`src/hw/rps_pkg.sv`:
```
// constants and types for the redundant pair switchover block
// assumes one 250 MHz clock; rps_switchover brings the pins into this domain itself
// Operation
// - with automatic enable asserted the amplifiers own the waveguide switch.
// - both healthy and above threshold power: switch position stays unchanged.
// - each amplifier keeps watching the peer fault and transmit status.
// - routed unit faults or drops below alarm level: the other takes the switch.
// - low power alarm threshold is clamped to the minimum output power.
// - after a switchover both units stay in automatic mode unprompted.
// - with first faulty unit unrecovered, a second fault never drives the switch.
// - tell-back contact says which unit is on air; drive the 24 V coil.
// - redundancy fault output stays off without the automatic enable.
package rps_pkg;
    localparam int PWR_W = 16;
    // power in milliwatts
    localparam logic [PWR_W-1:0] MIN_PWR_MW = 16'h03e8;
    localparam int CLK_MHZ = 250;
    // coil pulse length, long enough for a typical mechanical switch
    localparam int COIL_PULSE_MS = 150;
    localparam int COIL_CYC = COIL_PULSE_MS * 1000 * CLK_MHZ;
    localparam int CNT_W = 26;
    localparam int SYNC_W = 4;
    typedef enum logic [3:0] {
        RPS_IDLE = 4'h1,
        RPS_ARMED = 4'h2,
        RPS_DRIVE = 4'h4,
        RPS_LOCKED = 4'h8
    } rps_state_t;
endpackage

```
`src/hw/rps_sync_if.sv`:
```
// carries raw pin levels into the synchroniser and clean levels out of it
// assumes one clock domain on the consumer side
interface rps_sync_if;
    logic [3:0] raw;
    logic [3:0] clean;
    modport src (output raw, input clean);
    modport snk (input raw, output clean);
endinterface

```
`src/hw/rps_switchover.sv`:
```
// switchover logic of one amplifier in a redundant pair
// assumes power figures are from same-clock logic; pin levels are asynchronous
module rps_switchover
    import rps_pkg::*;
(
    input wire logic clk_sys_i,
    input wire logic arst_n_i,
    input wire logic automatic_switch_enable_i,
    input wire logic peer_summary_fault_indicator_i,
    input wire logic peer_transmit_indicator_i,
    input wire logic tellback_on_air_i,
    input wire logic self_transmit_state_i,
    input wire logic self_fault_i,
    input wire logic [PWR_W-1:0] self_power_mw_i,
    input wire logic [PWR_W-1:0] low_power_alarm_mw_i,
    output logic coil_drive_o,
    output logic self_low_power_o,
    output logic redundancy_fault_output_o,
    output logic auto_mode_o,
    output logic [3:0] state_o
);
    ////////////////////////////////////////////////////////////////////////
    // pin synchronisation
    // the four pins come from the peer, the switch and the operator side;
    // none is read before two flops have settled it
    rps_sync_if sif();
    logic ena_s;
    logic peer_flt_s;
    logic peer_tx_s;
    logic on_air_s;

    assign sif.raw = {tellback_on_air_i, peer_transmit_indicator_i,
                      peer_summary_fault_indicator_i, automatic_switch_enable_i};
    assign {on_air_s, peer_tx_s, peer_flt_s, ena_s} = sif.clean;

    rps_sync u_sync (
        .clk_sys_i(clk_sys_i),
        .arst_n_i(arst_n_i),
        .s(sif.snk)
    );

    ////////////////////////////////////////////////////////////////////////
    // alarm threshold
    // an alarm set below the floor would let a dying unit keep the antenna
    logic [PWR_W-1:0] thr;
    logic thr_clamped;

    always_comb begin
        thr_clamped = (low_power_alarm_mw_i < MIN_PWR_MW);
        if (thr_clamped) begin
            thr = MIN_PWR_MW;
        end else begin
            thr = low_power_alarm_mw_i;
        end
    end

    ////////////////////////////////////////////////////////////////////////
    // own health
    logic self_ok;
    logic self_below;

    always_comb begin
        self_ok = self_transmit_state_i & ~self_fault_i;
        // low power only counts while transmitting; standby has no rf out
        self_below = self_transmit_state_i & (self_power_mw_i < thr);
    end

    ////////////////////////////////////////////////////////////////////////
    // peer health
    // peer low power arrives folded into its summary fault line
    logic peer_bad;
    logic peer_good;

    always_comb begin
        peer_bad = peer_flt_s | ~peer_tx_s;
        peer_good = ~peer_bad;
    end

    ////////////////////////////////////////////////////////////////////////
    // takeover decision
    // a unit already on air gains nothing from pulsing the coil
    // a sick unit must not grab the antenna from a sick peer either
    logic take_req;

    always_comb begin
        take_req = peer_bad & ~on_air_s & self_ok;
    end

    ////////////////////////////////////////////////////////////////////////
    // switchover state machine
    // fixed length coil pulse: the tell-back is not trusted to end it,
    // a stuck contact would otherwise keep the coil energised for good
    rps_state_t state_r;
    rps_state_t state_nxt;
    logic [CNT_W-1:0] cnt_r;
    logic [CNT_W-1:0] cnt_nxt;
    logic coil_r;
    logic coil_nxt;

    always_comb begin
        state_nxt = state_r;
        cnt_nxt = cnt_r;
        coil_nxt = 1'b0;
        case (state_r)
            RPS_IDLE: begin
                if (ena_s) begin
                    state_nxt = RPS_ARMED;
                end
            end
            RPS_ARMED: begin
                if (!ena_s) begin
                    state_nxt = RPS_IDLE;
                end else if (take_req) begin
                    state_nxt = RPS_DRIVE;
                    cnt_nxt = CNT_W'(COIL_CYC - 1);
                    coil_nxt = 1'b1;
                end
                // both healthy: hold, no coil activity
            end
            RPS_DRIVE: begin
                // enable dropping mid pulse still finishes it; a half
                // moved switch is worse than a late one
                coil_nxt = 1'b1;
                if (cnt_r == '0) begin
                    coil_nxt = 1'b0;
                    state_nxt = RPS_LOCKED;
                end else begin
                    cnt_nxt = cnt_r - 1'b1;
                end
            end
            RPS_LOCKED: begin
                // one shot: wait for the peer to recover before rearming
                if (!ena_s) begin
                    state_nxt = RPS_IDLE;
                end else if (peer_good) begin
                    state_nxt = RPS_ARMED;
                end
            end
            default: begin
                state_nxt = RPS_IDLE;
            end
        endcase
    end

    always_ff @(posedge clk_sys_i or negedge arst_n_i) begin
        if (!arst_n_i) begin
            state_r <= RPS_IDLE;
            cnt_r <= '0;
            coil_r <= 1'b0;
        end else begin
            state_r <= state_nxt;
            cnt_r <= cnt_nxt;
            coil_r <= coil_nxt;
        end
    end

    ////////////////////////////////////////////////////////////////////////
    // status outputs, all registered
    logic low_r;
    logic low_nxt;
    logic rfo_r;
    logic rfo_nxt;
    logic auto_r;
    logic auto_nxt;

    always_comb begin
        low_nxt = self_below;
        // silent until the pair owns the switch
        rfo_nxt = ena_s & ~self_ok;
        // taken from the next state so it lines up with state_o
        auto_nxt = (state_nxt != RPS_IDLE);
    end

    always_ff @(posedge clk_sys_i or negedge arst_n_i) begin
        if (!arst_n_i) begin
            low_r <= 1'b0;
            rfo_r <= 1'b0;
            auto_r <= 1'b0;
        end else begin
            low_r <= low_nxt;
            rfo_r <= rfo_nxt;
            auto_r <= auto_nxt;
        end
    end

    ////////////////////////////////////////////////////////////////////////
    // port assignments
    // every output is a flop; no logic between register and pin
    assign coil_drive_o = coil_r;
    assign self_low_power_o = low_r;
    assign redundancy_fault_output_o = rfo_r;
    assign auto_mode_o = auto_r;
    assign state_o = state_r;
endmodule

```
`src/hw/rps_sync.sv`:
```
// two-flop synchroniser for the loose pin inputs, one per bit
// assumes inputs arrive asynchronously to clk_sys_i
module rps_sync
    import rps_pkg::*;
(
    input wire logic clk_sys_i,
    input wire logic arst_n_i,
    rps_sync_if.snk s
);
    genvar g;
    generate
        for (g = 0; g < SYNC_W; g++) begin : g_bit
            logic meta_r;
            logic hold_r;
            always_ff @(posedge clk_sys_i or negedge arst_n_i) begin
                if (!arst_n_i) begin
                    meta_r <= 1'b0;
                    hold_r <= 1'b0;
                end else begin
                    meta_r <= s.raw[g];
                    hold_r <= meta_r;
                end
            end
            assign s.clean[g] = hold_r;
        end
    endgenerate
endmodule

```
`config.mk`:
```
export PLATFORM = sky130hd
export DESIGN_NAME = rps_switchover
export DESIGN_NICKNAME = d
export VERILOG_FILES = /design/src/hw/rps_pkg.sv /design/src/hw/rps_sync_if.sv /design/src/hw/rps_switchover.sv /design/src/hw/rps_sync.sv
export SDC_FILE = /design/constraint.sdc
export NUM_CORES = 1
export LEC_CHECK = 0
export BUFFER_PORTS_ARGS = -buffer_cell sky130_fd_sc_hd__clkbuf_2
export CORE_MARGIN = 2
export CORE_UTILIZATION = 33
export CTS_BUF_LIST = sky130_fd_sc_hd__clkbuf_8
export CTS_CLUSTER_DIAMETER = 80
export CTS_CLUSTER_SIZE = 28
export DETAILED_ROUTE_END_ITERATION = 12
export PLACE_DENSITY_LB_ADDON = 0.25
export SLEW_MARGIN = 30
export SYNTH_ARGS = -nofsm -noshare
export SYNTH_HDL_FRONTEND = slang
export SYNTH_SLANG_ARGS = --single-unit
```
`constraint.sdc`:
```
create_clock -name clk_sys_i -period 3.85 [get_ports clk_sys_i]
set_input_delay 1.155 -clock clk_sys_i [delete_from_list [all_inputs] [get_ports clk_sys_i]]
set_output_delay 1.155 -clock clk_sys_i [all_outputs]
set_load 0.1 [all_outputs]
```
==> summary.md <==
| Metric | Value |
|---|---|
| Status | `finished clean` |
| Clock Latency Late Sink | `0.29 ns` |
| CORE AREA | `0.00679 mm2` |
| CP cell instances | `clkbuf_2 > or4_1 > nor3_1 > o21ai_0 > nand2_1 > ha_1 > a21o_1 > a21oi_1 > a211oi_1 > a221oi_1` |
| Clk pwr share | `0.320` |
| Final Cycle Share | `0.830` |
| Via/cell ratio | `5.01` |
| Layout Nets | `344` |
| Leading post-synthesis cells by cell area | `dfrtp_1, ha_1, nand2_1, nand3_1, nor2_1` |
| Synth async-reset ratio | `1.00` |
| Global route overflow | `0` |
| CTS H-tree lvls | `2` |
| WHS Path Cells | `0` |
| Post-route cell area | `0.00279 mm2` |
| Share of layout cells above drive strength 1 | `0.235` |
| Mean Syn Cell Area | `9.87 um2` |
| DRC violations left | `0` |
| Unrepaired setup endpoints after global routing | `false` |
| Final hold viol count | `0` |
| CP arrival | `3.39 ns` |
| Yosys top cell area share | `0.441` |
| Sw Share | `0.271` |
| Drt wl/cell | `12.6 um` |
| Flop pwr share | `0.549` |
| Setup crit start | `low_power_alarm_mw_i[12]` |
| Synthesized netlist net count | `292` |
| Netlist Area Pre-Place | `0.00233 mm2` |
| Setup Crit Path Kind | `in2reg` |
| Worst-margin pin slew | `0.764 ns` |
| Peak supply drop | `0.129 mV` |
| Die span in y | `88 um` |
| Synth unique cells | `50` |
| Hold_buf cts | `0` |
| CTS tree | `built` |
| Setup violators final | `0` |
| Die ar. | `0.00774 mm2` |
| Area growth syn-to-layout | `19.7%` |
| Logic gate share of total power | `0.131` |
| Diode count | `0` |
| # fillers | `656` |
| Worst Reg-to-Reg Cells | `7` |
| Max_cap viols | `0` |
| Slowest-stage cell, CP | `or4_1` |
| # rows | `30` |
| Die Width | `88 um` |
| GRT Overall Usage | `0.134` |
| CP endpoint kind | `flip-flop` |
| Post-DP HPWL | `3.61 mm` |
| Synth Flop Type | `dfrtp_1` |
| Setup TNS | `0 ns` |
| Hold path startpoint | `u_sync.g_bit[3].meta_r` |
| CTS root buf | `clkbuf_8` |
| Initial antenna violation count | `0` |
| Worst stage delay on the critical path | `0.51 ns` |
| Pins Over Slew Limit | `0` |
| Sink Count | `42` |
| Number of I/O pins | `48` |
| Leakage power | `1.17 nW` |
| Post-synth EDFFs | `0` |
| Max-slew headroom | `0.490` |
| Leading area contributor after synthesis | `dfrtp_1` |
| Dpl cell area | `0.00269 mm2` |
| R2r startpoint | `cnt_r[0]` |
| Post-CTS Setup Bufs | `0` |
| Vias | `1928` |
| Port bufs | `47` |
| CTS max path bufs | `2` |
| Post-synthesis sequential area ratio | `0.452` |
| Drt first-iter violations | `87` |
| Post-Syn Instances | `236` |
| Reg clk slew, reported paths | `0.08 ns` |
| First-pass GRT wire length | `8.26 mm` |
| Vias in the first global route | `1829` |
| FF+latch count, synth | `42` |
| Fmax | `0.313 GHz` |
| Post-route ant nets | `0` |
| Int Pwr | `0.670 mW` |
| Worst Skew | `0.00454 ns` |
| CTS Buf Count | `5` |
| Hold WC Path Type | `reg2reg` |
| Starting Density | `0.343` |
| Final Core Density | `0.410` |
| RD Place Congestion | `0.748` |
| Final wirelength | `4.85 mm` |
| Largest delay contributor family on the critical path | `compound AO/OA/AOI/OAI gates` |
| Count leader, synth | `dfrtp_1` |
| Worst EP required | `4.05 ns` |
| Resized cells post-CTS | `0` |
| DRT Pass-1 Iters | `4` |
| Switching power | `0.248 mW` |
| Largest net degree at the start of global routing | `43` |
| Crit path depth | `10` |
| Crit Path Max Fanout | `5` |
| Pwr Density | `330 mW/mm2` |
| Synth Warn # | `0` |
| Fin crit period | `3.20 ns` |
| Buffers plus inverters on the worst setup path | `1` |
| Synth top cells by count | `dfrtp_1, nand2_1, nor2_1` |
| CP Launch Type | `primary input` |
-- state kept, by name, summed over array words and instances (netlist names) --
name                       count
u_sync.g_bit.hold_r            4
self_low_power_o               1
auto_mode_o                    1
state_o                        4
redundancy_fault_output_o      1
u_sync.g_bit.meta_r            4
coil_drive_o                   1
cnt_r                         26
-- layout make-up --
cell class / count / area, um2 / area share
multi-input cells: 177 / 1210 / 0.434
flip-flops and latches: 42 / 1050 / 0.378
repair buffers: 51 / 268 / 0.0961
well taps: 96 / 120 / 0.0431
clock buffers: 6 / 82.6 / 0.0296
inverters: 11 / 41.3 / 0.0148
clock inverters: 2 / 12.5 / 0.00449
-- metrics by stage --
stage	setup WS, ns	hold WS [ns]	std cells	total power, mW
2_1_floorplan	0.428	0.331	236	0.585
3_3_place_gp	0.469	0.333	377	0.631
3_5_place_dp	0.321	0.335	377	0.635
4_1_cts	0.628	0.353	385	0.934
5_1_grt	0.402	0.373	385	0.975
6_report	0.655	0.351	385	0.918
-- cell usage in the layout (no fill, tap or decap), drive strengths merged, types with 2 or more instances in the layout --
cell,count
a21oi,6
nor3,3
nor2,18
nor4,7
buf,4
nand3,14
o41ai,4
o211ai,4
or2,2
o21ai,16
clkbuf,53
o311ai,3
nand2,21
mux2i,4
dfrtp,41
nand2b,3
nand4,2
ha,16
xor2,7
o2111ai,4
nor2b,6
inv,11
o31ai,4
or4,9
a21o,2
or4b,3
and2,3
-- routing by layer --
layer  track usage  vias to the layer above  part of all wire
met1         0.174                      893              0.48
met5             0                        -                 0
met2         0.213                       46              0.47
met3        0.0396                        2             0.050
met4        0.0448                        0            0.0070
li1              -                      987                 -
-- kinds of logic (layout without fill, tap and decap cells) --
group           after synthesis  after routing  synth area share
mux                           5              5            0.0220
flops                        42             42             0.452
simple gates                 98             98             0.231
compound gates               50             50             0.148
fa+ha+maj                    16             16            0.0860
xor+xnor                      8              8            0.0301
buf+inv                      17             70            0.0312
-- path summary, 6_finish.rpt --
path,endpoint,slack [ns]
hold / removal,u_sync.g_bit[3].hold_r,0.35
setup / recovery,self_low_power_o,0.65
setup reg to reg,cnt_r[0],1.00
min in group asynchronous,auto_mode_o,0.88
max in group asynchronous,cnt_r[13],2.59
hold reg to reg,u_sync.g_bit[3].hold_r,0.35
-- power by group through the flow --
| stage | sequential (mW) | clock, mW | combinational (mW) |
|---|---|---|---|
| floorplan | 0.518 | 0 | 0.0670 |
| global placement | 0.512 | 0 | 0.119 |
| detailed placement | 0.512 | 0 | 0.123 |
| CTS | 0.504 | 0.307 | 0.123 |
| global route | 0.508 | 0.328 | 0.139 |
| finish | 0.504 | 0.293 | 0.121 |
Note: power is estimated with default switching activity, not from simulation.
